<file path="config.mk">
export PLATFORM = sky130hd
export DESIGN_NAME = serial_port
export DESIGN_NICKNAME = d
export VERILOG_FILES = /design/src/rtl/serial_pkg.sv /design/src/rtl/serial_port.sv
export VERILOG_INCLUDE_DIRS = /design/src /design/src/rtl
export SDC_FILE = /design/constraint.sdc
export NUM_CORES = 1
export LEC_CHECK = 0
export BUFFER_PORTS_ARGS = -buffer_cell sky130_fd_sc_hd__buf_2
export CORE_ASPECT_RATIO = 0.7
export CORE_MARGIN = 8
export CORE_UTILIZATION = 50
export DETAILED_ROUTE_END_ITERATION = 16
export PLACE_DENSITY_LB_ADDON = 0.08
export SLEW_MARGIN = 5
export SYNTH_ARGS = -nofsm -noshare
export SYNTH_HDL_FRONTEND = slang
export SYNTH_SLANG_ARGS = --single-unit
</file>
<file path="constraint.sdc">
create_clock -name pclk -period 3.3 [get_ports pclk]
set_input_delay 0.165 -clock pclk [delete_from_list [all_inputs] [get_ports pclk]]
set_output_delay 0.165 -clock pclk [all_outputs]
set_load 0.005 [all_outputs]
</file>
<file path="src/rtl/serial_defs.svh">
// Offsets, field positions and counts of the serial port.
// Assumes byte addresses on an APB bus with 32-bit data.
`ifndef SERIAL_DEFS_SVH
`define SERIAL_DEFS_SVH
`define OFS_STATUS    8'h00
`define OFS_TXDATA    8'h04
`define OFS_RXDATA    8'h08
`define OFS_CONFIG    8'h0c
`define OFS_IRQ_STAT  8'h10
`define OFS_IRQ_MASK  8'h14
`define ST_ADDRESS_DETECT_ENABLE      5
`define ST_IDLE       4
`define ST_PARITY_ERROR_FLAG       3
`define ST_FRAMING_ERROR_FLAG       2
`define ST_OVR        1
`define ST_AVAIL      0
`define CFG_NINE      0
`define CFG_PAR_EN    1
`define CFG_PAR_ODD   2
`define NINTR         5
`define RX_DEPTH      4
`define BAUD_DIV      16
`endif

</file>
<file path="src/rtl/serial_pkg.sv">
// Types shared by the serial port files.
// Assumes nothing of its surroundings.
package serial_pkg;
  typedef enum logic [2:0] {RX_IDLE, RX_START, RX_DATA, RX_PAR, RX_STOP} rx_state_t;
  typedef enum logic {TX_IDLE, TX_SEND} tx_state_t;
endpackage : serial_pkg

</file>
<file path="src/rtl/serial_port.sv">
// Serial port receive status, data registers, transmitter and APB slave.
// Assumes an APB master on pclk and an asynchronous line on rx_line.
//
// Summary of operation
// - Address-detect drops characters with ninth bit clear, only in 9-bit mode.
// - Receiver idle flag reads 1 when idle, 0 while receiving.
// - Parity error flag belongs to the character at the FIFO head.
// - Framing error flag belongs to the character at the FIFO head.
// - Overrun sets when a character arrives to a full buffer; stays set.
// - Software clearing overrun empties buffer and shift register; cannot set it.
// - Data-available reads 1 while the buffer holds a character.
// - Transmit bit 8 supplies the ninth bit in 9-bit mode.
// - Transmit bits 7:0 supply the lower eight data bits.
// - Receive bit 8 returns the head character's ninth bit.
// - Receive bits 7:0 return the head data, zero after reset.
// - Data register bits 15:9 read as zero.
// - Receive buffer holds four characters besides the shift register.
`timescale 1ns/1ps
`include "serial_defs.svh"
module serial_port #(
  parameter int CLKS_PER_BIT = `BAUD_DIV,
  parameter int DEPTH        = `RX_DEPTH
) (
  input  wire logic        pclk,
  input  wire logic        presetn,
  input  wire logic        psel,
  input  wire logic        penable,
  input  wire logic        pwrite,
  input  wire logic [7:0]  paddr,
  input  wire logic [31:0] pwdata,
  output logic [31:0]      prdata,
  output logic             pready,
  output logic             pslverr,
  input  wire logic        rx_line,
  output logic             tx_line,
  output logic             irq
);
  localparam logic [15:0] BIT_LAST  = 16'(CLKS_PER_BIT - 1);
  localparam logic [15:0] HALF_LAST = 16'(CLKS_PER_BIT / 2 - 1);
  localparam logic [2:0]  FULL      = 3'(DEPTH);

  ////////////////////////////////////////////////////////////////////////////
  // Declarations
  logic                   sync1_reg, sync2_reg;
  serial_pkg::rx_state_t  rx_st_reg, rx_st_next;
  logic [15:0]            rx_cnt_reg, rx_cnt_next;
  logic [3:0]             rx_bit_reg, rx_bit_next;
  logic [8:0]             rx_sh_reg, rx_sh_next;
  logic                   rx_par_reg, rx_par_next;
  logic                   rx_parity_error_flag_reg, rx_parity_error_flag_next;
  logic                   rx_done, rx_framing_error_flag, keep, push, pop, flush, ovr_set;
  logic [10:0]            mem [DEPTH];
  logic [1:0]             wp_reg, wp_next, rp_reg, rp_next;
  logic [2:0]             fcnt_reg, fcnt_next;
  logic [10:0]            head;
  serial_pkg::tx_state_t  tx_st_reg, tx_st_next;
  logic [10:0]            tx_sh_reg, tx_sh_next;
  logic [3:0]             tx_left_reg, tx_left_next;
  logic [15:0]            tx_cnt_reg, tx_cnt_next;
  logic [8:0]             th_reg, th_next;
  logic                   thv_reg, thv_next, tx_load, tx_done;
  logic                   address_detect_enable_reg, address_detect_enable_next, ovr_reg, ovr_next;
  logic [2:0]             cfg_reg, cfg_next;
  logic [`NINTR-1:0]      ist_reg, ist_next, imsk_reg, imsk_next, ev;
  logic [31:0]            prdata_reg, prdata_next, rd_val;
  logic                   wr, rd, hit, nine;

  ////////////////////////////////////////////////////////////////////////////
  // Line synchroniser
  always_ff @(posedge pclk or negedge presetn) begin
    if (!presetn) begin
      sync1_reg <= 1'b1;
      sync2_reg <= 1'b1;
    end else begin
      sync1_reg <= rx_line;
      sync2_reg <= sync1_reg;
    end
  end

  ////////////////////////////////////////////////////////////////////////////
  // Receive shift register: start, data, optional parity, stop
  assign nine = cfg_reg[`CFG_NINE];
  always_comb begin
    rx_st_next   = rx_st_reg;
    rx_cnt_next  = rx_cnt_reg;
    rx_bit_next  = rx_bit_reg;
    rx_sh_next   = rx_sh_reg;
    rx_par_next  = rx_par_reg;
    rx_parity_error_flag_next = rx_parity_error_flag_reg;
    rx_done      = 1'b0;
    rx_framing_error_flag      = 1'b0;
    if (rx_cnt_reg != 16'h0000) rx_cnt_next = rx_cnt_reg - 16'h0001;
    case (rx_st_reg)
      serial_pkg::RX_IDLE: if (!sync2_reg) begin
        rx_st_next  = serial_pkg::RX_START;
        rx_cnt_next = HALF_LAST;
      end
      serial_pkg::RX_START: if (rx_cnt_reg == 16'h0000) begin
        // A start bit gone high by mid-bit was a glitch
        rx_st_next   = sync2_reg ? serial_pkg::RX_IDLE : serial_pkg::RX_DATA;
        rx_cnt_next  = BIT_LAST;
        rx_bit_next  = 4'h0;
        rx_sh_next   = 9'h000;
        rx_par_next  = 1'b0;
        rx_parity_error_flag_next = 1'b0;
      end
      serial_pkg::RX_DATA: if (rx_cnt_reg == 16'h0000) begin
        rx_sh_next[rx_bit_reg] = sync2_reg;
        rx_par_next = rx_par_reg ^ sync2_reg;
        rx_bit_next = rx_bit_reg + 4'h1;
        rx_cnt_next = BIT_LAST;
        if (rx_bit_reg == (nine ? 4'h8 : 4'h7)) begin
          rx_st_next = (!nine && cfg_reg[`CFG_PAR_EN]) ? serial_pkg::RX_PAR
                                                      : serial_pkg::RX_STOP;
        end
      end
      serial_pkg::RX_PAR: if (rx_cnt_reg == 16'h0000) begin
        rx_parity_error_flag_next = (rx_par_reg ^ sync2_reg) != cfg_reg[`CFG_PAR_ODD];
        rx_cnt_next  = BIT_LAST;
        rx_st_next   = serial_pkg::RX_STOP;
      end
      serial_pkg::RX_STOP: if (rx_cnt_reg == 16'h0000) begin
        rx_done    = 1'b1;
        rx_framing_error_flag    = !sync2_reg;
        rx_st_next = serial_pkg::RX_IDLE;
      end
      default: rx_st_next = serial_pkg::RX_IDLE;
    endcase
    if (flush) begin
      rx_st_next  = serial_pkg::RX_IDLE;
      rx_cnt_next = 16'h0000;
    end
  end

  always_ff @(posedge pclk or negedge presetn) begin
    if (!presetn) begin
      rx_st_reg   <= serial_pkg::RX_IDLE;
      rx_cnt_reg  <= 16'h0000;
      rx_bit_reg  <= 4'h0;
      rx_sh_reg   <= 9'h000;
      rx_par_reg  <= 1'b0;
      rx_parity_error_flag_reg <= 1'b0;
    end else begin
      rx_st_reg   <= rx_st_next;
      rx_cnt_reg  <= rx_cnt_next;
      rx_bit_reg  <= rx_bit_next;
      rx_sh_reg   <= rx_sh_next;
      rx_par_reg  <= rx_par_next;
      rx_parity_error_flag_reg <= rx_parity_error_flag_next;
    end
  end

  ////////////////////////////////////////////////////////////////////////////
  // Receive FIFO of {parity_error_flag, framing_error_flag, data9}
  assign keep    = rx_done && !(nine && address_detect_enable_reg && !rx_sh_reg[8]);
  assign push    = keep && !ovr_reg && (fcnt_reg != FULL) && !flush;
  // A full-buffer arrival in the clearing cycle sets the flag again: set wins
  assign ovr_set = keep && (fcnt_reg == FULL) && (!ovr_reg || flush);
  assign head    = (fcnt_reg != 3'h0) ? mem[rp_reg] : 11'h000;
  assign pop     = rd && hit && (paddr == `OFS_RXDATA) && (fcnt_reg != 3'h0);

  always_comb begin
    wp_next   = wp_reg;
    rp_next   = rp_reg;
    fcnt_next = fcnt_reg;
    if (push) wp_next = wp_reg + 2'h1;
    if (pop) rp_next = rp_reg + 2'h1;
    fcnt_next = fcnt_reg + {2'h0, push} - {2'h0, pop};
    if (flush) begin
      wp_next   = 2'h0;
      rp_next   = 2'h0;
      fcnt_next = 3'h0;
    end
  end

  always_ff @(posedge pclk or negedge presetn) begin
    if (!presetn) begin
      wp_reg   <= 2'h0;
      rp_reg   <= 2'h0;
      fcnt_reg <= 3'h0;
      for (int i = 0; i < DEPTH; i++) mem[i] <= 11'h000;
    end else begin
      wp_reg   <= wp_next;
      rp_reg   <= rp_next;
      fcnt_reg <= fcnt_next;
      if (push) mem[wp_reg] <= {rx_parity_error_flag_reg, rx_framing_error_flag, rx_sh_reg};
    end
  end

  ////////////////////////////////////////////////////////////////////////////
  // Transmitter: one holding word, frame shifted out LSB first
  assign tx_load = (tx_st_reg == serial_pkg::TX_IDLE) && thv_reg;
  always_comb begin
    tx_st_next   = tx_st_reg;
    tx_sh_next   = tx_sh_reg;
    tx_left_next = tx_left_reg;
    tx_cnt_next  = tx_cnt_reg;
    th_next      = th_reg;
    thv_next     = thv_reg;
    tx_done      = 1'b0;
    case (tx_st_reg)
      serial_pkg::TX_IDLE: if (thv_reg) begin
        thv_next    = 1'b0;
        tx_cnt_next = BIT_LAST;
        tx_st_next  = serial_pkg::TX_SEND;
        if (nine) begin
          tx_sh_next   = {1'b1, th_reg[8], th_reg[7:0], 1'b0};
          tx_left_next = 4'd11;
        end else if (cfg_reg[`CFG_PAR_EN]) begin
          tx_sh_next   = {1'b1, (^th_reg[7:0]) ^ cfg_reg[`CFG_PAR_ODD], th_reg[7:0], 1'b0};
          tx_left_next = 4'd11;
        end else begin
          tx_sh_next   = {2'b11, th_reg[7:0], 1'b0};
          tx_left_next = 4'd10;
        end
      end
      serial_pkg::TX_SEND: begin
        tx_cnt_next = tx_cnt_reg - 16'h0001;
        if (tx_cnt_reg == 16'h0000) begin
          tx_sh_next   = {1'b1, tx_sh_reg[10:1]};
          tx_left_next = tx_left_reg - 4'h1;
          tx_cnt_next  = BIT_LAST;
          if (tx_left_reg == 4'h1) begin
            tx_done    = 1'b1;
            tx_st_next = serial_pkg::TX_IDLE;
          end
        end
      end
      default: tx_st_next = serial_pkg::TX_IDLE;
    endcase
    // A new write replaces a word not yet taken
    if (wr && (paddr == `OFS_TXDATA)) begin
      th_next  = pwdata[8:0];
      thv_next = 1'b1;
    end
  end

  always_ff @(posedge pclk or negedge presetn) begin
    if (!presetn) begin
      tx_st_reg   <= serial_pkg::TX_IDLE;
      tx_sh_reg   <= 11'h7ff;
      tx_left_reg <= 4'h0;
      tx_cnt_reg  <= 16'h0000;
      th_reg      <= 9'h000;
      thv_reg     <= 1'b0;
    end else begin
      tx_st_reg   <= tx_st_next;
      tx_sh_reg   <= tx_sh_next;
      tx_left_reg <= tx_left_next;
      tx_cnt_reg  <= tx_cnt_next;
      th_reg      <= th_next;
      thv_reg     <= thv_next;
    end
  end
  assign tx_line = tx_sh_reg[0];

  ////////////////////////////////////////////////////////////////////////////
  // APB slave, zero wait states
  assign wr      = psel && penable && pwrite;
  assign rd      = psel && penable && !pwrite;
  assign hit     = (paddr == `OFS_STATUS) || (paddr == `OFS_TXDATA) ||
                   (paddr == `OFS_RXDATA) || (paddr == `OFS_CONFIG) ||
                   (paddr == `OFS_IRQ_STAT) || (paddr == `OFS_IRQ_MASK);
  assign pready  = 1'b1;
  assign pslverr = psel && penable && !hit;
  assign flush   = wr && (paddr == `OFS_STATUS) && ovr_reg && !pwdata[`ST_OVR];
  assign ev      = {tx_done, push && rx_parity_error_flag_reg, push && rx_framing_error_flag, ovr_set, push};
  assign irq     = |(ist_reg & imsk_reg);

  function automatic logic head_parity_error_flag_in();
    return rx_parity_error_flag_reg;
  endfunction : head_parity_error_flag_in

  // Read value, latched in the setup cycle
  always_comb begin
    rd_val = 32'h0000_0000;
    case (paddr)
      `OFS_STATUS: begin
        rd_val[`ST_ADDRESS_DETECT_ENABLE] = address_detect_enable_reg;
        rd_val[`ST_IDLE]  = (rx_st_reg == serial_pkg::RX_IDLE);
        rd_val[`ST_PARITY_ERROR_FLAG]  = head[10];
        rd_val[`ST_FRAMING_ERROR_FLAG]  = head[9];
        rd_val[`ST_OVR]   = ovr_reg;
        rd_val[`ST_AVAIL] = (fcnt_reg != 3'h0);
      end
      `OFS_RXDATA:   rd_val = {23'h000000, head[8:0]};
      `OFS_CONFIG:   rd_val = {29'h00000000, cfg_reg};
      `OFS_IRQ_STAT: rd_val = {27'h0000000, ist_reg};
      `OFS_IRQ_MASK: rd_val = {27'h0000000, imsk_reg};
      default:       rd_val = 32'h0000_0000; // Transmit data reads zero
    endcase
  end

  always_comb begin
    address_detect_enable_next  = address_detect_enable_reg;
    cfg_next    = cfg_reg;
    imsk_next   = imsk_reg;
    prdata_next = prdata_reg;
    if (psel && !penable) prdata_next = rd_val;
    if (wr && (paddr == `OFS_STATUS)) address_detect_enable_next = pwdata[`ST_ADDRESS_DETECT_ENABLE];
    if (wr && (paddr == `OFS_CONFIG)) cfg_next = pwdata[2:0];
    if (wr && (paddr == `OFS_IRQ_MASK)) imsk_next = pwdata[`NINTR-1:0];
    // Set wins over software clear
    ovr_next = ovr_set || (ovr_reg && !flush);
    ist_next = ((rd && (paddr == `OFS_IRQ_STAT)) ? '0 : ist_reg) | ev;
  end

  always_ff @(posedge pclk or negedge presetn) begin
    if (!presetn) begin
      address_detect_enable_reg  <= 1'b0;
      ovr_reg    <= 1'b0;
      cfg_reg    <= 3'h0;
      ist_reg    <= '0;
      imsk_reg   <= '0;
      prdata_reg <= 32'h0000_0000;
    end else begin
      address_detect_enable_reg  <= address_detect_enable_next;
      ovr_reg    <= ovr_next;
      cfg_reg    <= cfg_next;
      ist_reg    <= ist_next;
      imsk_reg   <= imsk_next;
      prdata_reg <= prdata_next;
    end
  end
  assign prdata = prdata_reg;
endmodule : serial_port

</file>
==> results.toml, run 1 <==
[worst_setup_path]
worst-path-stages = 12
crit_arrival_ps = 3320
slowest_delay_ps = 530
reg2reg_from = "rx_cnt_reg[0]"
endpoint = "fcnt_reg[2]"
crit_start = "rx_cnt_reg[0]"
timing.rr.end = "fcnt_reg[2]"
crit_path_top_delay_cell = "or4b_4"
critPathLaunchType = "flip-flop"
critical_path_class = "reg -> reg"
r2r_cells = 12
end_kind = "flip-flop"
crit_chain = "inv_1 > ha_1 > or4b_4 > nor4_2 > nand3_1 > inv_1 > ha_1 > inv_1 > fa_1 > xor2_1 > xnor2_1 > nor2_1"
worst-path-buf-inv = 3
critPathTopFamily = "simple AND/OR/NAND/NOR gates"
critPathMaxFanout = 6
crit_required_ps = 3590
cp_common_cell = "inv_1"
r2r_slack_ps = 260

[synthesis]
synth_seq_cells = 152
yosys.cell_count.top_type = "dfrtp_1"
syn_avg_cell_area_um2 = 10.72
synthArstFlopShare_pct = 100.0
yosysTopAreaCell = "dfrtp_1"
ys.flop_type = "dfrtp_1"
ys.warnings.count = 0
synth_top_cell_area_share_pct = 43.91
ys_types = 70
synth_edf_count = 0
yosys-top-cells-area = "dfrtp_1 (44%), mux2_2 (8.8%), dfstp_2 (4.0%), mux4_2 (3.1%), o21ai_0 (3.0%)"
synth_seq_area_share_pct = 47.87
synthTopCellsByCount = "dfrtp_1 (140), mux2_2 (62), nor2_1 (55)"
netlist_area_um2 = 7978
synth_cells = 744

[timing]
rsz0062_at_grt = "false"
max_slew_margin_pct = 34.36
clock.fmax_ghz = 0.3294
drv_slew = 0
finalWorstSetupSlack_ps = 264.6
hold_viol = 0
fin_crit_ps = 3035
fin_tns_setup_ps = 0
fin_skew_ps = 9.980
period_share_pct = 91.98
setup_viol = 0
tightest_slew_ps = 982.6

[place]
globalplace.congestion = 0.8196
place_area_um2 = 8312
port_buffers = 34
dp.cells = 961
dpl.hpwl_um = 12940
pre_cts_slack_ps = 314.2

[drt]
drcViolationCount = 0
avgViaCountPerCell = 5.729
drtAntennaViolNets = 0
dr.first_iter.drc_count = 405
finalWirelength_um = 18450
dr.pass1.iters = 4
vias = 5735
wire_per_inst_um = 18.43

[cts]
clk_pin_slew_ps = 70
h-tree-depth = 4
holdBufCountCts = 8
post_cts_resize_count = 0
numCtsBuffers = 17
cts_setup_buffers = 0
numClockSinks = 152
clk-insertion-delay-late_ps = 430
cts-root-buf = "clkbuf_16"
cts_tree = "yes"
clock_path_buffers = 2

[grt]
grt_start_max_net_pins = 86
antenna_found_initial = 0
grt_overflow = 0
grt_pass1_wl_um = 30710
grt_usage_pct = 18.87
grt_pass1_vias = 5798

[layout]
final_area_um2 = 8986
layout.nets = 851
drive_above_1_share_pct = 23.85
final_util_pct = 57.80
areaGrowthSynthToFinish_pct = 12.64
n_antenna_cell = 0
final_cell_count_no_fill = 1001
largest_reg_flops = 44
nFillCells = 1327

[floorplanning]
fp.dieArea_um2 = 20320
core_area_um2 = 15550
fp.dieH_um = 121.7
die-width_um = 167.0
io_pins = 82
start_util_pct = 51.31
fp-row-count = 38

[power]
power.leakage_nw = 4.158
power_density_nw_per_um2 = 606.0
max-vdd-ir-drop_mv = 0.3682

[hold_path]
holdPathStages = 2
min_path_type = "in -> reg"

[status]
outcome = "complete, no violations"

[flow_run]
drv_cap = 0
cell type report:
type	instances	area (um^2)	share of cell area, %
clock buffers	17	425.4	4.734
well taps	200	250.2	2.785
repair buffers	60	404.1	4.497
flip-flops and latches	152	3819	42.50
inverters	28	105.1	1.170
multi-input cells	529	3814	42.44
clock inverters	15	168.9	1.880
report_power, final:
| part | internal, mW | switching [mW] |
|---|---|---|
| Combinational | 0.500 | 0.662 |
| Clock | 1.02 | 0.916 |
| Sequential | 2.08 | 0.259 |
| Total | 3.61 | 1.84 |
routing by layer:
layer  wire [um]  part of all wire (%)  track usage (%)
met1        8963                    49            25.85
met3         786                   4.3            4.590
met2        8484                    46            29.31
met5           0                     0                0
met4         212                   1.1            6.057
kinds of logic after synthesis:
family	count (synthesis)	synth area share [%]
AOI/OAI and AO/OA	121	9.568
other	2	0.09414
and+or+nand+nor	246	16.86
adders and majority gates	17	2.760
DFF	152	47.87
xor gates and xnor gates	26	2.854
buffers and inverters	85	5.364
muxes	95	14.63
how the worst min path moves through the flow:
stage                    from  slack, ps                        end
floorplan             presetn       -130  address_detect_enable_reg
global route        pwdata[5]         20  address_detect_enable_reg
detailed placement    presetn        210              rx_bit_reg[2]
finish              pwdata[5]         50  address_detect_enable_reg
global placement      presetn        210               rx_sh_reg[4]
CTS                 pwdata[5]         10  address_detect_enable_reg
worst register-to-register path, stage by stage (launching register included):
cell     delay, ps
dfrtp_1        410
inv_1           70
ha_1           210
or4b_4         530
nor4_2         360
nand3_1        240
inv_1          130
ha_1           140
inv_1           40
fa_1           380
xor2_1         180
xnor2_1        140
nor2_1          60
placed cells by master, fill, tap and decap left out, types with 20 or more instances in the layout:
master	synthesis	routed
mux2_2	62	62
xnor2_1	20	20
inv_1	28	28
mux2i_1	21	21
nor3_1	22	22
conb_1	2	24
nand2_1	49	49
buf_2	9	33
dfrtp_1	140	140
o21ai_0	48	48
nor2_1	55	55
a21oi_1	22	22
stage by stage:
stage	power (mW)	hold WS [ps]
2_1_floorplan	3.170	-130.6
3_3_place_gp	3.458	207.0
3_5_place_dp	3.519	214.8
4_1_cts	5.484	12.21
5_1_grt	5.739	19.67
6_report	5.446	50.04
Power figures use the tool's default switching activity.
==> inputs of run 2 (changes only) <==
--- a/config.mk
+++ b/config.mk
@@ -11,7 +11,7 @@
 export CORE_MARGIN = 8
 export CORE_UTILIZATION = 50
 export DETAILED_ROUTE_END_ITERATION = 16
-export PLACE_DENSITY_LB_ADDON = 0.08
+export PLACE_DENSITY = 0.73
 export SLEW_MARGIN = 5
 export SYNTH_ARGS = -nofsm -noshare
 export SYNTH_HDL_FRONTEND = slang
==> run 2 against run 1 <==
Compared with the run above: wire length rose by 1.6%; cell count fell by 0.30%; fmax rose by 1.1%; sequential share of layout area rose by 0.45 points; worst hold slack got worse by 38 ps; critical path type unchanged; largest cell class unchanged; clock skew fell by 0.74 ps; critical path depth did not move; global-route usage barely moved.
==> results.toml, run 2 (synthesis results as in run 1) <==
[timing]
max_slew_margin_pct = 35.72
fin_skew_ps = 9.238
clock.fmax_ghz = 0.3331
period_share_pct = 90.96
fin_crit_ps = 3002
setup_viol = 0
fin_tns_setup_ps = 0
rsz0062_at_grt = "false"
timing.hold.ws_ps = 12.47
finalWorstSetupSlack_ps = 298.3
drv_slew = 0
hold_viol = 0
tightest_slew_ps = 962.1

[grt]
antenna_found_initial = 0
grt_pass1_wl_um = 30860
grt_usage_pct = 18.89
grt_overflow = 0
grt_pass1_vias = 5918
grt_start_max_net_pins = 81

[drt]
wire_per_inst_um = 18.79
drtAntennaViolNets = 0
vias = 5934
avgViaCountPerCell = 5.946
finalWirelength_um = 18750
dr.first_iter.drc_count = 552
dr.pass1.iters = 5
drcViolationCount = 0

[worst_setup_path]
slowest_delay_ps = 530
worst-path-buf-inv = 3
crit_path_top_delay_cell = "or4b_4"
critPathLaunchType = "flip-flop"
critPathMaxFanout = 6
r2r_slack_ps = 300
crit_chain = "inv_1 > ha_1 > or4b_4 > nor4_2 > nand3_1 > inv_1 > ha_1 > inv_1 > fa_1 > xor2_1 > xnor2_1 > nor2_1"
critical_path_class = "reg -> reg"
crit_arrival_ps = 3290
crit_required_ps = 3590
end_kind = "flip-flop"
critPathTopFamily = "simple AND/OR/NAND/NOR gates"
cp_common_cell = "inv_1"

[layout]
largest_reg_flops = 44
seqCellArea_um2 = 3819
layout.nets = 848
n_antenna_cell = 0
multi_input_area_um2 = 3814
areaGrowthSynthToFinish_pct = 11.46
final_cell_count_no_fill = 998
final_util_pct = 57.19
drive_above_1_share_pct = 23.43
layout_common_cells = "dfrtp_1 (140), mux2_2 (62), nor2_1 (55)"
final_common_cell = "dfrtp_1"
nFillCells = 1270

[status]
outcome = "complete, no violations"

[floorplanning]
fp.dieArea_um2 = 20320
fp-row-count = 38
io_pins = 82
core_area_um2 = 15550
start_util_pct = 51.31
fp.dieH_um = 121.7
die-width_um = 167.0

[cts]
numCtsBuffers = 17
cts_tree = "yes"
h-tree-depth = 4
clk-insertion-delay-late_ps = 420
numClockSinks = 152
holdBufCountCts = 6
clk_pin_slew_ps = 60
post_cts_resize_count = 0
cts_setup_buffers = 0
clock_path_buffers = 2
cts-root-buf = "clkbuf_16"

[place]
globalplace.congestion = 0.8641
port_buffers = 34
pre_cts_slack_ps = 294.9
dp.cells = 960
dpl.hpwl_um = 13440

[hold_path]
min_path_type = "in -> reg"

[power]
combPwrFrac_pct = 22.3
power.leakage_nw = 4.104
switchingPower_mw = 1.735
clkPwrFrac_pct = 33.5
power_density_nw_per_um2 = 596.0
max-vdd-ir-drop_mv = 0.3128
p_sw_share_pct = 32.74
power_frac_seq_pct = 44.2
p_int_mw = 3.565

[flow_run]
drv_cap = 0
==> run 2: final timing paths <==
kind,startpoint,cells after the start,endpoint
min in group asynchronous,presetn,2,rx_sh_reg[6]
worst min-delay path,pwdata[3],2,imsk_reg[3]
worst min register to register,sync1_reg,0,sync2_reg
worst max register to register,rx_cnt_reg[0],12,fcnt_reg[2]
worst max-delay path,rx_cnt_reg[0],12,fcnt_reg[2]
max in group asynchronous,presetn,3,tx_sh_reg[0]
==> run 2: power groups by stage <==
stage	Clock [mW]	Sequential (mW)	Combinational (mW)
6_report	1.77	2.34	1.18
5_1_grt	1.88	2.37	1.31
4_1_cts	1.79	2.33	1.17
3_5_place_dp	0	2.36	1.16
3_3_place_gp	0	2.34	1.10
2_1_floorplan	0	2.30	0.871
==> run 2: final cells by class <==
cell class                 count  share of cell area [%]
clock inverter                11                  0.8724
inverter                      28                   1.182
clock buffer                  21                   5.065
multi-input combinational    529                   42.89
sequential                   152                   42.94
timing repair buffer          57                   4.235
tap                          200                   2.814
==> run 2: metal layers <==
metal  GRT usage [%]  share of wire, %  routed length [um]
met4           5.104              0.97                 182
met3           5.301               7.1                1327
met1           25.49                46                8581
met2           29.69                46                8657
met5               0                 0                   0
==> run 2: worst register-to-register path, cell delays in order, from the launching register on <==
cell and delay (ps):
dfrtp_1 400, inv_1 60, ha_1 210, or4b_4 530
nor4_2 350, nand3_1 250, inv_1 140, ha_1 150
inv_1 50, fa_1 370, xor2_1 180, xnor2_1 140
nor2_1 50
==> run 2: per-stage QoR <==
| step | cell area [um^2] | power (mW) |
|---|---|---|
| 5_1_grt | 8892 | 5.564 |
| 3_3_place_gp | 8304 | 3.446 |
| 3_5_place_dp | 8304 | 3.520 |
| 4_1_cts | 8892 | 5.299 |
| 6_report | 8892 | 5.300 |
| 2_1_floorplan | 8060 | 3.170 |
==> inputs of run 3 (changes only) <==
--- a/config.mk
+++ b/config.mk
@@ -12,6 +12,7 @@
 export CORE_UTILIZATION = 50
 export DETAILED_ROUTE_END_ITERATION = 16
 export PLACE_DENSITY = 0.73
+export RECOVER_POWER = 25
 export SLEW_MARGIN = 5
 export SYNTH_ARGS = -nofsm -noshare
 export SYNTH_HDL_FRONTEND = slang
==> run 3 against run 2 <==
Compared with the run above: sequential power barely moved; global-route usage unchanged; fmax is essentially flat; highest routed layer unchanged; via count is 0.71% lower; core utilization is essentially flat; clock power hardly changed; wire length increased by 0.10%; final area about the same; combinational power about the same; the run now ends with max-capacitance violations, max-slew violations left; critical path type unchanged; non-clock buffer count did not move; cell count did not move.
==> results.toml, run 3 (synthesis results as in run 1) <==
[status]
outcome = "finished with violations"
violations = "max-capacitance violations, max-slew violations"

[hold_path]
min_path_type = "in -> reg"
holdPathStages = 2
whs_endpoint = "imsk_reg[3]"
min_from = "pwdata[3]"

[layout]
layout.nets = 848
multi_input_area_um2 = 3814
areaGrowthSynthToFinish_pct = 11.39
final_common_cell = "dfrtp_1"
nFillCells = 1271
drive_above_1_share_pct = 23.43
layout_common_cells = "dfrtp_1 (140), mux2_2 (62), nor2_1 (55)"
seqCellArea_um2 = 3819
n_antenna_cell = 0
largest_reg_flops = 44

[floorplanning]
die-width_um = 167.0
fp.dieArea_um2 = 20320
core_area_um2 = 15550
io_pins = 82
start_util_pct = 51.31
fp.dieH_um = 121.7
fp-row-count = 38

[drt]
wl_met2_um = 8617
avgViaCountPerCell = 5.904
wire_per_inst_um = 18.81
drtAntennaViolNets = 0
drt-met1-wl_um = 8768
dr.first_iter.drc_count = 600
dr.pass1.iters = 5
finalWirelength_um = 18770
wl_met3_um = 1180
drcViolationCount = 0
top_layer = "met4"
vias = 5892

[worst_setup_path]
reg2reg_from = "rx_cnt_reg[0]"
crit_arrival_ps = 3290
crit_chain = "inv_1 > ha_1 > or4b_4 > nor4_2 > nand3_1 > inv_1 > ha_1 > inv_1 > fa_1 > xor2_1 > xnor2_1 > nor2_1"
timing.rr.end = "fcnt_reg[2]"
critical_path_class = "reg -> reg"
cp_common_cell = "inv_1"
r2r_slack_ps = 300
crit_required_ps = 3590
end_kind = "flip-flop"
crit_path_top_delay_cell = "or4b_4"
r2r_cells = 12
critPathMaxFanout = 6
slowest_delay_ps = 530
critPathLaunchType = "flip-flop"

[power]
max-vdd-ir-drop_mv = 0.3128
total_power_mw = 5.303
power_density_nw_per_um2 = 596.7
power.leakage_nw = 4.102

[grt]
grt_start_max_net_pins = 81
grt_pass1_vias = 5918
grt_usage_pct = 18.89
grt_overflow = 0
antenna_found_initial = 0
grt_pass1_wl_um = 30860

[cts]
cts_tree = "yes"
numCtsBuffers = 17
clk_pin_slew_ps = 60
h-tree-depth = 4
cts-root-buf = "clkbuf_16"
clk-insertion-delay-late_ps = 420
clock_path_buffers = 2
numClockSinks = 152

[place]
dpl.hpwl_um = 13440
port_buffers = 34
globalplace.congestion = 0.8641

[timing]
tightest_slew_ps = 1995
fin_crit_ps = 3003
rsz0062_at_grt = "false"
setup_viol = 0
timing.hold.ws_ps = 10.76
fin_tns_setup_ps = 0
fin_skew_ps = 9.534
drv_slew = 80
max_slew_margin_pct = -32.98
period_share_pct = 91.01
hold_viol = 0
clock.fmax_ghz = 0.3330

[flow_run]
drv_cap = 1
run 3: through the flow:
step	instance area (um^2)	setup WS, ps	instances	util, %
2_1_floorplan	8060	588.8	766	-
3_3_place_gp	8304	369.8	960	53.41
3_5_place_dp	8304	294.9	960	53.41
4_1_cts	8892	294.4	998	57.19
5_1_grt	8886	67.60	998	57.15
6_report	8886	296.8	998	57.15
run 3: power by group:
part / total (mW) / internal (mW) / switching, mW
Sequential: 2.34 / 2.09 / 0.257
Clock: 1.78 / 0.982 / 0.795
Combinational: 1.18 / 0.496 / 0.687
run 3: critical path, delay by kind of cell (launching register included):
family	cells	cell delay [ps]
XOR/XNOR	2	320
adder cells (fa/ha/maj)	3	730
AND/OR/NAND/NOR	4	1180
flip-flops	1	400
buffers and inverters	3	250
run 3: timing repair:
| item | CTS | global route |
|---|---|---|
| setup buffers | 0 | 0 |
| hold buffers | 6 | 0 |
| endpoints found under the setup margin | 0 | 0 |
| hold endpoints to repair | 83 | 0 |
| resized for setup | 0 | 0 |
run 3: cell type report:
type / count / share of cell area [%]
clock buffer: 21 / 5.069
clock inverter: 11 / 0.8730
inverter: 28 / 1.183
multi-input combinational: 529 / 42.92
sequential: 152 / 42.97
tap: 200 / 2.816
timing repair buffer: 57 / 4.168
run 3: layer usage:
metal,GRT usage [%],vias to the layer above
li1,-,2704
met1,25.49,2987
met2,29.69,180
met3,5.301,21
met4,5.104,0
met5,0,-
run 3: worst max path at each step:
stage / start / endpoint / slack [ps] / cells past startpoint
after global placement: rx_cnt_reg[0] / fcnt_reg[2] / 370 / 12
after floorplan: rx_cnt_reg[0] / fcnt_reg[2] / 590 / 12
after detailed placement: rx_cnt_reg[0] / fcnt_reg[2] / 290 / 12
after CTS: rx_cnt_reg[0] / fcnt_reg[2] / 290 / 12
after global routing: rx_cnt_reg[0] / fcnt_reg[2] / 70 / 12
final: rx_cnt_reg[0] / fcnt_reg[2] / 300 / 12
